File: src/common/pmc_consts.vh
`ifndef PMC_CONSTS_VH
`define PMC_CONSTS_VH
// register indices (byte address = 4 * index)
`define PMC_IDX_DLL        12'h446
`define PMC_IDX_ESD        12'h448
`define PMC_IDX_LEDCFG1    12'h460
`define PMC_IDX_IMP        12'h461
`define PMC_IDX_IOC1       12'h462
`define PMC_IDX_IOC2       12'h463
`define PMC_IDX_STRAP      12'h467
`define PMC_IDX_LEDCFG2    12'h469
`define PMC_IDX_BMSR       12'h001
// reset values
`define PMC_RST_DLL        16'h0077
`define PMC_RST_LEDCFG1    16'h2610
`define PMC_RST_IMP        16'h0410
`define PMC_RST_IOC1       16'h0000
`define PMC_RST_IOC2       16'h0001
// writable masks
`define PMC_WM_DLL         16'h00FF
`define PMC_WM_LEDCFG1     16'hFFFF
`define PMC_WM_IMP         16'hFFFF
`define PMC_WM_IOC1        16'h7777
`define PMC_WM_IOC2        16'h00F7
`define PMC_WM_LEDCFG2     16'h0777
// indicator sources
`define PMC_SRC_LINK       4'h0
`define PMC_SRC_LINK_ACT   4'h1
`define PMC_SRC_LINK_TX    4'h2
`define PMC_SRC_MASTER     4'h4
`define PMC_SRC_SLAVE      4'h5
`define PMC_SRC_ACT        4'h6
`define PMC_SRC_LOST       4'h9
`define PMC_SRC_TEST_PATTERN_CHECKER       4'hA
// pin functions
`define PMC_FN_IND         3'h0
`define PMC_FN_CLK         3'h1
`define PMC_FN_WAKE        3'h2
`define PMC_FN_UV          3'h3
`define PMC_FN_TS_TX       3'h4
`define PMC_FN_TS_RX       3'h5
`define PMC_FN_ZERO        3'h6
// blink periods in ms and cycle counts at 250 MHz
`define PMC_CLK_MHZ        250
`define PMC_MS_CYC         (`PMC_CLK_MHZ * 1000)
`define PMC_BLINK_MS0      50
`define PMC_BLINK_MS1      100
`define PMC_BLINK_MS2      200
`define PMC_BLINK_MS3      500
`endif

File: src/rtl/pmc_regs.v
// The Wishbone register port was left to the implementer.
`timescale 1ns/100ps
`default_nettype none
`include "pmc_consts.vh"
module pmc_regs #(
	parameter BLINK_SCALE = `PMC_MS_CYC
) (
	// clock and reset
	input  wire        CLK,
	input  wire        SYS_RST,
	input  wire        PWR_ON_RST,
	// wishbone slave
	input  wire        WB_CYC_I,
	input  wire        WB_STB_I,
	input  wire        WB_WE_I,
	input  wire [13:0] WB_ADR_I,
	input  wire [3:0]  WB_SEL_I,
	input  wire [31:0] WB_DAT_I,
	output reg  [31:0] WB_DAT_O,
	output reg         WB_ACK_O,
	// status inputs from the phy core and pins
	input  wire        LINK_UP,
	input  wire        RX_ACT,
	input  wire        TX_ACT,
	input  wire        ROLE_MASTER,
	input  wire        TEST_PATTERN_CHECKER_ERR,
	input  wire        TEST_PATTERN_CHECKER_CNT_CLR,
	input  wire        MAC_ESD_HIT,
	input  wire        LINE_ESD_HIT,
	input  wire [15:0] STRAP_PINS,
	input  wire        CRYSTAL_INPUT_CLOCK,
	input  wire        TRANSMIT_SYMBOL_CLOCK,
	input  wire        WAKE_IND,
	input  wire        UV_IND,
	input  wire        TS_TX_EVT,
	input  wire        TS_RX_EVT,
	// configuration outputs
	output reg  [3:0]  TX_DELAY_CODE,
	output reg  [3:0]  RX_DELAY_CODE,
	output reg  [3:0]  MAC_IMP_CODE,
	output reg  [15:0] STRAP_CAPTURE,
	// pins
	output reg         INDICATOR_PIN_0,
	output reg         INDICATOR_PIN_1,
	output reg         CLOCK_OUTPUT_PIN
);

	// register storage
	reg  [15:0] dll_ff;            // delay line control
	reg  [15:0] ledcfg1_ff;        // indicator sources and blink
	reg  [15:0] imp_ff;            // mac impedance
	reg  [15:0] ioc1_ff;           // pin function 1
	reg  [15:0] ioc2_ff;           // pin function 2
	reg  [15:0] ledcfg2_ff;        // override/polarity
	reg  [5:0]  mac_esd_ff;        // mac-side discharge count
	reg  [5:0]  line_esd_ff;       // line-side discharge count
	reg         lost_ff;           // latched link loss
	reg         link_q_ff;         // link delayed for edge
	reg         test_pattern_checker_ff;           // latched checker error
	reg  [27:0] blink_cnt_ff;      // blink divider
	reg         blink_ff;          // blink phase
	reg         strap_done_ff;     // strap taken once
	// synchronisers for outside inputs
	reg  [15:0] strap_s1_ff;
	reg  [15:0] strap_s2_ff;
	reg  [7:0]  in_s1_ff;
	reg  [7:0]  in_s2_ff;
	// bus decode
	wire        req;
	wire [11:0] idx;
	wire        wr;
	wire [15:0] wdat;
	reg  [15:0] rdat;
	reg  [27:0] blink_lim;
	reg  [2:0]  ind;
	reg  [2:0]  ind_pin;
	reg         nxt_pin0;
	reg         nxt_pin1;
	reg         nxt_clko;
	wire        bmsr_read;
	integer     i;
	localparam integer blink_end0 = `PMC_BLINK_MS0 * BLINK_SCALE / 2 - 1; // last count of a half
	localparam integer blink_end1 = `PMC_BLINK_MS1 * BLINK_SCALE / 2 - 1;
	localparam integer blink_end2 = `PMC_BLINK_MS2 * BLINK_SCALE / 2 - 1;
	localparam integer blink_end3 = `PMC_BLINK_MS3 * BLINK_SCALE / 2 - 1;

	assign req  = WB_CYC_I & WB_STB_I & ~WB_ACK_O;
	assign idx  = WB_ADR_I[13:2];
	assign wr   = req & WB_WE_I & WB_SEL_I[0] & WB_SEL_I[1];
	assign wdat = WB_DAT_I[15:0];

	// pin inputs through two flops before use
	always @(posedge CLK or posedge SYS_RST)
	begin
		if (SYS_RST)
		begin
			in_s1_ff    <= 8'h00;
			in_s2_ff    <= 8'h00;
		end
		else
		begin
			in_s1_ff    <= {TRANSMIT_SYMBOL_CLOCK, WAKE_IND, UV_IND, TS_TX_EVT, TS_RX_EVT,
				MAC_ESD_HIT, LINE_ESD_HIT, CRYSTAL_INPUT_CLOCK};
			in_s2_ff    <= in_s1_ff;
		end
	end

	// straps track the pins through reset, so the capture sees settled levels
	always @(posedge CLK)
	begin
		strap_s1_ff <= STRAP_PINS;
		strap_s2_ff <= strap_s1_ff;
	end

	// discharge counters: only the power-up reset clears them, so a
	// system reset keeps the history; every hit cycle counts
	always @(posedge CLK or posedge PWR_ON_RST)
	begin
		if (PWR_ON_RST)
		begin
			mac_esd_ff  <= 6'h00;
			line_esd_ff <= 6'h00;
		end
		else
		begin
			if (in_s2_ff[2])
				mac_esd_ff <= mac_esd_ff + 6'h01;
			if (in_s2_ff[1])
				line_esd_ff <= line_esd_ff + 6'h01;
		end
	end

	// read mux; strap and esd are read-only
	always @*
	begin
		case (idx)
			`PMC_IDX_DLL:     rdat = dll_ff;
			`PMC_IDX_ESD:     rdat = {2'b00, mac_esd_ff, 2'b00, line_esd_ff};
			`PMC_IDX_LEDCFG1: rdat = ledcfg1_ff;
			`PMC_IDX_IMP:     rdat = imp_ff;
			`PMC_IDX_IOC1:    rdat = ioc1_ff;
			`PMC_IDX_IOC2:    rdat = ioc2_ff;
			`PMC_IDX_STRAP:   rdat = STRAP_CAPTURE;
			`PMC_IDX_LEDCFG2: rdat = ledcfg2_ff;
			default:          rdat = 16'h0000;
		endcase
	end

	// a read of basic status over this bus releases the link-loss latch
	assign bmsr_read = req & ~WB_WE_I & (idx == `PMC_IDX_BMSR);

	// bus slave and writable registers; one wait-free ack per request
	always @(posedge CLK or posedge SYS_RST)
	begin
		if (SYS_RST)
		begin
			WB_ACK_O   <= 1'b0;
			WB_DAT_O   <= 32'h00000000;
			dll_ff     <= `PMC_RST_DLL;
			ledcfg1_ff <= `PMC_RST_LEDCFG1;
			imp_ff     <= `PMC_RST_IMP;
			ioc1_ff    <= `PMC_RST_IOC1;
			ioc2_ff    <= `PMC_RST_IOC2;
			ledcfg2_ff <= 16'h0000;
		end
		else
		begin
			WB_ACK_O <= req;
			WB_DAT_O <= {16'h0000, rdat};
			if (wr)
			begin
				// masked writes keep read-only bits at their defaults
				case (idx)
					`PMC_IDX_DLL:
						dll_ff <= wdat & `PMC_WM_DLL;
					`PMC_IDX_LEDCFG1:
						ledcfg1_ff <= wdat;
					`PMC_IDX_IMP:
						imp_ff <= wdat;
					`PMC_IDX_IOC1:
						ioc1_ff <= wdat & `PMC_WM_IOC1;
					`PMC_IDX_IOC2:
						ioc2_ff <= wdat & `PMC_WM_IOC2;
					`PMC_IDX_LEDCFG2:
						ledcfg2_ff <= wdat & `PMC_WM_LEDCFG2;
					default: ;
				endcase
			end
			// polarity bits of indicators 0 and 1 take the inverted strap value once at release
			if (~strap_done_ff)
			begin
				ledcfg2_ff[2] <= ~strap_s2_ff[8];
				ledcfg2_ff[6] <= ~strap_s2_ff[14];
			end
		end
	end

	// strap capture one pass after reset release
	always @(posedge CLK or posedge SYS_RST)
	begin
		if (SYS_RST)
		begin
			strap_done_ff <= 1'b0;
			STRAP_CAPTURE <= 16'h0000;
		end
		else if (~strap_done_ff)
		begin
			strap_done_ff <= 1'b1;
			STRAP_CAPTURE <= strap_s2_ff;
		end
	end

	// latches: set wins over clear
	always @(posedge CLK or posedge SYS_RST)
	begin
		if (SYS_RST)
		begin
			lost_ff   <= 1'b0;
			link_q_ff <= 1'b0;
			test_pattern_checker_ff   <= 1'b0;
		end
		else
		begin
			link_q_ff <= LINK_UP;
			if (link_q_ff & ~LINK_UP)
				lost_ff <= 1'b1;
			else if (bmsr_read)
				lost_ff <= 1'b0;
			if (TEST_PATTERN_CHECKER_ERR)
				test_pattern_checker_ff <= 1'b1;
			else if (TEST_PATTERN_CHECKER_CNT_CLR)
				test_pattern_checker_ff <= 1'b0;
		end
	end

	// last count of the half period for the selected rate
	always @*
	begin
		case (ledcfg1_ff[13:12])
			2'b00:   blink_lim = blink_end0[27:0];
			2'b01:   blink_lim = blink_end1[27:0];
			2'b10:   blink_lim = blink_end2[27:0];
			default: blink_lim = blink_end3[27:0];
		endcase
	end

	// blink divider: phase toggles each half period
	always @(posedge CLK or posedge SYS_RST)
	begin
		if (SYS_RST)
		begin
			blink_cnt_ff <= 28'h0000000;
			blink_ff     <= 1'b0;
		end
		else if (blink_cnt_ff >= blink_lim)
		begin
			blink_cnt_ff <= 28'h0000000;
			blink_ff     <= ~blink_ff;
		end
		else
			blink_cnt_ff <= blink_cnt_ff + 28'h0000001;
	end

	// indicator source decode, same table for all three
	function ind_src;
		input [3:0] sel;
		begin
			case (sel)
				`PMC_SRC_LINK:     ind_src = LINK_UP;
				`PMC_SRC_LINK_ACT: ind_src = LINK_UP & (RX_ACT | TX_ACT) & blink_ff;
				`PMC_SRC_LINK_TX:  ind_src = LINK_UP & TX_ACT & blink_ff;
				`PMC_SRC_MASTER:   ind_src = LINK_UP & ROLE_MASTER;
				`PMC_SRC_SLAVE:    ind_src = LINK_UP & ~ROLE_MASTER;
				`PMC_SRC_ACT:      ind_src = (RX_ACT | TX_ACT) & blink_ff;
				`PMC_SRC_LOST:     ind_src = lost_ff;
				`PMC_SRC_TEST_PATTERN_CHECKER:     ind_src = test_pattern_checker_ff;
				default:           ind_src = 1'b0;
			endcase
		end
	endfunction

	// indicator levels after override and polarity
	always @*
	begin
		for (i = 0; i < 3; i = i + 1)
		begin
			ind[i] = ind_src(ledcfg1_ff[4*i +: 4]);
			ind_pin[i] = ledcfg2_ff[4*i] ? ledcfg2_ff[4*i+1] :
				(ledcfg2_ff[4*i+2] ? ind[i] : ~ind[i]);
		end
	end

	// eight-way pin function
	function pin_fn;
		input [2:0] fn;
		input       ind_lvl;
		input       clk_lvl;
		begin
			case (fn)
				`PMC_FN_IND:   pin_fn = ind_lvl;
				`PMC_FN_CLK:   pin_fn = clk_lvl;
				`PMC_FN_WAKE:  pin_fn = in_s2_ff[6];
				`PMC_FN_UV:    pin_fn = in_s2_ff[5];
				`PMC_FN_TS_TX: pin_fn = in_s2_ff[4];
				`PMC_FN_TS_RX: pin_fn = in_s2_ff[3];
				`PMC_FN_ZERO:  pin_fn = 1'b0;
				default:       pin_fn = 1'b1;
			endcase
		end
	endfunction

	// pin muxes; clocks are sampled, so this is a registered copy
	always @*
	begin
		nxt_pin0 = pin_fn(ioc1_ff[2:0], ind_pin[0],
			ioc1_ff[6:4] == 3'h1 ? in_s2_ff[7] : in_s2_ff[0]);
		nxt_pin1 = pin_fn(ioc1_ff[10:8], ind_pin[1],
			ioc1_ff[14:12] == 3'h1 ? in_s2_ff[7] : in_s2_ff[0]);
		nxt_clko = pin_fn(ioc2_ff[2:0], ind_pin[2],
			ioc2_ff[7:4] == 4'h1 ? in_s2_ff[7] : in_s2_ff[0]);
	end

	// registered outputs
	always @(posedge CLK or posedge SYS_RST)
	begin
		if (SYS_RST)
		begin
			INDICATOR_PIN_0  <= 1'b0;
			INDICATOR_PIN_1  <= 1'b0;
			CLOCK_OUTPUT_PIN <= 1'b0;
			TX_DELAY_CODE    <= 4'h7;
			RX_DELAY_CODE    <= 4'h7;
			MAC_IMP_CODE     <= 4'h8;
		end
		else
		begin
			INDICATOR_PIN_0  <= nxt_pin0;
			INDICATOR_PIN_1  <= nxt_pin1;
			CLOCK_OUTPUT_PIN <= nxt_clko;
			TX_DELAY_CODE    <= dll_ff[7:4];
			RX_DELAY_CODE    <= dll_ff[3:0];
			MAC_IMP_CODE     <= imp_ff[4:1];
		end
	end

endmodule
`default_nettype wire

File: config.mk
export PLATFORM = sky130hd
export DESIGN_NAME = pmc_regs
export DESIGN_NICKNAME = d
export VERILOG_FILES = /design/src/rtl/pmc_regs.v
export VERILOG_INCLUDE_DIRS = /design/src /design/src/common
export SDC_FILE = /design/constraint.sdc
export NUM_CORES = 1
export LEC_CHECK = 0
export ABC_AREA = 1
export BUFFER_PORTS_ARGS = -buffer_cell sky130_fd_sc_hd__buf_2
export CAP_MARGIN = 20
export CORE_MARGIN = 2
export CORE_UTILIZATION = 42
export DETAILED_ROUTE_END_ITERATION = 10
export MAX_ROUTING_LAYER = met4
export PLACE_DENSITY = 0.7
export SYNTH_ARGS = -nofsm -noshare
export SYNTH_HDL_FRONTEND = slang
export SYNTH_SLANG_ARGS = --single-unit
File: constraint.sdc
create_clock -name CLK -period 7.6 [get_ports CLK]
set_input_delay 1.52 -clock CLK [delete_from_list [all_inputs] [get_ports CLK]]
set_output_delay 1.52 -clock CLK [all_outputs]
set_load 0.02 [all_outputs]
# --- Word level (Yosys, flattened, before mapping) ---
# Index checks and enable logic that the tools add are counted.
word_totals:
  ff_bits: 209
  inputBits: 86
  wordCells: 155
op_classes:
  addsub: 3
  magnitude_cmp: 1
  eq_ne: 55
  mux: 26
  n_bitwise: 26
  reduce_logical: 16
op_table:
  columns: ["op", "count"]
  rows:
  - ["16-bit one-hot mux with 8 select lines", 1]
  - ["12-bit by 11-bit equality test with 1-bit output, second input constant", 8]
  - ["26-bit one-hot mux with 3 select lines", 1]
  - ["4-bit by 3-bit equality test with 1-bit output, second input constant", 9]
  - ["28-bit by 1-bit adder with 28-bit output, second input constant", 1]
  - ["28-bit >= comparator", 1]
  - ["28-bit 2-to-1 mux", 1]
  - ["3-bit equality test, second input constant", 9]
  - ["4-bit equality test, second input constant", 6]
  - ["1-bit one-hot mux with 8 select lines", 3]
  - ["1-bit one-hot mux with 7 select lines", 3]
  - ["3-bit by 2-bit equality test with 1-bit output, second input constant", 6]
  - ["4-bit by 1-bit equality test with 1-bit output, second input constant", 4]
  - ["1-bit AND", 15]
  - ["3-bit by 1-bit equality test with 1-bit output, second input constant", 5]
  - ["1-bit 2-to-1 mux", 15]
  - ["7-bit 2-to-1 mux", 2]
  - ["2-bit AND reduction", 7]
  - ["6-bit by 1-bit adder with 6-bit output, second input constant", 2]
  - ["12-bit by 1-bit equality test with 1-bit output, second input constant", 1]
  - ["4-bit by 2-bit equality test with 1-bit output, second input constant", 3]
  - ["4-bit zero test", 3]
  - ["1-bit inverter", 10]
  - ["3-bit zero test", 3]
  - ["6 further kinds", 8]

# --- Longest topological paths before layout ---
depth:
  depth_word: 8
  mapped_depth: 15
  depth_no_buf: 14

# --- Worst setup path before layout ---
# OpenSTA, ideal clock, no wires.
synth_timing:
  path_type: "input -> register"
  from: "in WB_ADR_I[11]"
  to: "reg ledcfg1_ff[0]"
  setup_ns: 0.122
  t_arrival_ns: 2.647
  required_ns: 7.478
  path_slack_ns: 4.831
  cell_stages: 9
  cell_sequence: "nor2_2 -> nand2_4 -> nor3_4 -> nand2_4 -> nor2_8 -> nand2_4 -> buf_6 -> nand2_2 -> o21ai_2"
synth_between:
  elab_chain_len: 2
synth_lines:
  columns: ["item", "line_no", "source"]
  rows:
  - ["start: declaration", "pmc_regs.v:16", "input wire [13:0] WB_ADR_I,"]
  - ["12-bit by 11-bit equality test with 1-bit output", "pmc_regs.v:173", "case (idx)"]
  - ["2-bit AND reduction (no source line)", null, null]
  - ["end signal: assignment", "pmc_regs.v:160", "ledcfg1_ff <= `PMC_RST_LEDCFG1;"]
  - ["end signal: assignment", "pmc_regs.v:177", "ledcfg1_ff <= wdat;"]
  - ["end: declaration", "pmc_regs.v:50", "reg [15:0] ledcfg1_ff;"]
# No other way between the ends.
# A chain may end at the register's enable or synchronous reset.

# --- Worst setup path after layout ---
layout_timing:
  from: "in WB_ADR_I[4]"
  to: "reg imp_ff[8]"
layout_between:
  elab_chain_len: 2
layout_lines:
  columns: ["item", "line_no", "source"]
  rows:
  - ["12-bit by 11-bit equality test with 1-bit output", "pmc_regs.v:173", null]
  - ["2-bit AND reduction (no source line)", null, null]
  - ["end signal: assignment", "pmc_regs.v:161", "imp_ff <= `PMC_RST_IMP;"]
  - ["end signal: assignment", "pmc_regs.v:179", "imp_ff <= wdat;"]
  - ["end: declaration", "pmc_regs.v:51", "reg [15:0] imp_ff;"]
# No other way between the ends.

==> impl_metrics.env <==
export IMPL_synth_area_um2=9620
export IMPL_critPathRequiredTime_ns=8.00
export IMPL_crit_type="in -> reg"
export IMPL_fp_row_count=55
export IMPL_postSynthCellCount=1110
export IMPL_cts_resized=0
export IMPL_portBuffers=113
export IMPL_grt_max_degree=114
export IMPL_powerDensity_nw_per_um2=235
export IMPL_timing_slew_headroom_pct=51.2
export IMPL_post_route_period_util_pct=38.7
export IMPL_setup_viol=0
export IMPL_hold_ws_ns=0.303
export IMPL_grt_overflow_total=0
export IMPL_ios=150
export IMPL_synthMuxAreaShare_pct=0
export IMPL_min_path_type="reg -> reg"
export IMPL_clockRootBuffer="clkbuf_16"
export IMPL_avgSynthCellArea_um2=8.67
export IMPL_reg2reg_depth=9
export IMPL_synth_top_family_by_area="simple AND/OR/NAND/NOR gates"
export IMPL_cts_buffers=23
export IMPL_holdCritStartpoint="strap_s1_ff[8]"
export IMPL_rsz0062_at_grt="no"
export IMPL_power_frac_seq_pct=46.1
export IMPL_r2r_end="blink_cnt_ff[21]"
export IMPL_worstPathArrival_ns=3.34
export IMPL_slew_violations=0
export IMPL_clock_latency_ns=0.54
export IMPL_switching_share_pct=24.1
export IMPL_synth_top_cell_area_share_pct=40.8
export IMPL_vdd_drop_max_uv=188
export IMPL_grt_pass1_wl_um=37200
export IMPL_die_area_um2=24100
export IMPL_intPower_uw=2000
export IMPL_viasPerCell=5.03
export IMPL_hold_viol=0
export IMPL_cap_violations=0
export IMPL_fin_setup_tns_ns=0
export IMPL_finClkSkew_ns=0.0341
export IMPL_synth_area_leaders="dfrtp_1 (41%), nand2_1 (10%), dfxtp_1 (6.7%)"
export IMPL_yosysSeqAreaShare_pct=53.0
export IMPL_totalWireLength_um=23700
export IMPL_combPwrFrac_pct=6.8
export IMPL_cts_tree="done"
export IMPL_dp_hpwl_um=17300
export IMPL_hold_buffers=0
export IMPL_yosysWarnings=0
export IMPL_clock_power_share_pct=47.1
export IMPL_drtIter0Drc=683
export IMPL_syn2layout_area_growth_pct=16.4
export IMPL_firstDrtPassIters=6
export IMPL_die_w_um=155
export IMPL_yosys_area_share_simple_pct=24.8
export IMPL_crit_path_max_incr_delay_ns=0.44
export IMPL_fill_cells=2177
export IMPL_drive_above_1_share_pct=20.4
export IMPL_gr_usage_all_layers_pct=20.1
export IMPL_hold_path_depth=0
export IMPL_ys_seq_elements=209
export IMPL_rr_startpoint="ledcfg1_ff[13]"
export IMPL_fin_crit_ns=2.94
export IMPL_crit_slowest_cell="nand2_2"
export IMPL_cts_buffer_depth=3
export IMPL_grt_pass1_vias=7142
export IMPL_async_flop_share_pct=84.7
export IMPL_ys_flop_type="dfrtp_1"
export IMPL_hold_path_end="strap_s2_ff[8]"
export IMPL_antenna_found_initial=1
export IMPL_via_count=7697
export IMPL_place_gp_congestion=0.945
export IMPL_critPathMostFrequentCell="nand2_2"
export IMPL_reg2reg_slack_ns=5.20
export IMPL_die_height_um=155
export IMPL_synth_edf_count=0
export IMPL_wl_per_cell_um=15.5
export IMPL_outcome="finished clean"
export IMPL_worst_pin_slew_ns=0.731
export IMPL_synthAdderAreaFrac_pct=1.95
export IMPL_cts_setup_buffers=0
export IMPL_synth_top_area_cell="dfrtp_1"
export IMPL_p_sw_uw=636
export IMPL_drc=0
export IMPL_cts_htree_levels=1
export IMPL_max_freq_mhz=340
export IMPL_start_kind="input port"
export IMPL_ant_nets=0
export IMPL_crit_path_max_fanout=32
export IMPL_final_core_util_pct=49.6
export IMPL_core_area_um2=22600
export IMPL_crit_path_cell_trace="buf_2, inv_1, nand4_2, nor3_4, nand2_2, inv_2, nand2_2, nand2_1, o21ai_1"
export IMPL_synth_xor_area_share_pct=2.82
export IMPL_p_leak_uw=0.00547
export IMPL_end_kind="flip-flop"
export IMPL_nets=1328
export IMPL_design_area_um2=11200
export IMPL_yosys_cell_types_count=45
export IMPL_clk_pin_slew_ns=0.06
export IMPL_place_area_um2=10300
export IMPL_initial_core_util_pct=42.6
export IMPL_clock_sinks=209
export IMPL_synth_compound_area_share_pct=9.10
[final cells by class]
cell class / instances / area (um^2) / share of cell area (%)
Antenna cell: 1 / 2.50 / 0.0223
Clock buffer: 31 / 647 / 5.78
Clock inverter: 11 / 204 / 1.82
Inverter: 132 / 500 / 4.47
Multi-Input combinational cell: 746 / 3790 / 33.9
Sequential cell: 209 / 5090 / 45.5
Tap cell: 285 / 357 / 3.18
Timing Repair Buffer: 115 / 601 / 5.36
[kinds of logic (layout without fill, tap and decap cells)]
kind of cell / Yosys count / after routing
buffers and inverters: 171 / 289
other: 2 / 19
AND/OR/NAND/NOR: 536 / 536
adder cells (fa/ha/maj): 15 / 15
XOR/XNOR: 31 / 31
flip-flops: 209 / 209
AO/OA/AOI/OAI: 146 / 146
[registers in the layout, summed over array words and instances (netlist names), 9 cells and up]
| register | cells |
|---|---|
| blink_cnt_ff | 28 |
| strap_s1_ff | 16 |
| WB_DAT_O | 16 |
| strap_s2_ff | 16 |
| ledcfg2_ff | 9 |
| ioc1_ff | 12 |
| imp_ff | 16 |
| ledcfg1_ff | 16 |
| STRAP_CAPTURE | 16 |
[power by group through the flow]
stage,sequential [uW],combinational (uW),clock [uW]
floorplan,1230,115,0
global placement,1230,173,0
detailed placement,1230,182,0
CTS,1220,181,1260
global route,1220,202,1310
finish,1220,180,1240
[cell usage in the layout, fill, tap and decap left out, drive strengths merged, types with 20 or more instances in the layout]
cell / count
a21oi: 22
buf: 115
clkbuf: 31
dfrtp: 157
dfstp: 20
dfxtp: 32
inv: 134
nand2: 294
nand3: 74
nor2: 119
nor3: 25
o21ai: 106
xor2: 26
[worst max-delay path by stage]
| stage | from | endpoint | slack (ns) | cells past startpoint |
|---|---|---|---|---|
| 3_5_place_dp | WB_ADR_I[11] | imp_ff[14] | 4.18 | 9 |
| 4_1_cts | WB_ADR_I[11] | imp_ff[8] | 4.71 | 9 |
| 6_report | WB_ADR_I[4] | imp_ff[8] | 4.66 | 9 |
| 3_3_place_gp | WB_ADR_I[11] | imp_ff[14] | 4.21 | 9 |
| 2_1_floorplan | SYS_RST | CLOCK_OUTPUT_PIN | 1.65 | 1 |
| 5_1_grt | WB_ADR_I[11] | imp_ff[14] | 4.51 | 9 |
[cells in the mapped netlist, drive strengths merged, types with 4 or more instances]
cell type and n:
xor2 26, ha 15, nor3 25, o22ai 6, dfstp 20, nor2 119, o211ai 4, clkbuf 5
dfxtp 32, dfrtp 157, nand3 74, a21oi 22, nor4 6, o21ai 106, xnor2 5, inv 132
nand4 14, buf 34, nand2 294
[worst max-delay path: cells and delay by family]
| family | cells | cell delay, ns |
|---|---|---|
| compound gates | 1 | 0.09 |
| simple gates | 5 | 1.24 |
| buf+inv | 3 | 0.46 |
[routing by layer]
layer | GRT usage, % | share of wire (%) | vias to the layer above
met2 | 29.4 | 43 | 291
met3 | 3.37 | 7.7 | 42
met1 | 28.8 | 47 | 3595
met4 | 5.64 | 2.3 | 0
li1 | - | - | 3769
met5 | - | 0 | -
[stage by stage]
stage	instances	setup slack, ns	power [uW]
2_1_floorplan	1126	1.65	1340
3_3_place_gp	1486	4.21	1410
3_5_place_dp	1486	4.18	1420
4_1_cts	1528	4.71	2660
5_1_grt	1530	4.51	2730
6_report	1530	4.66	2640
Note: power is estimated with default switching activity, not from simulation.
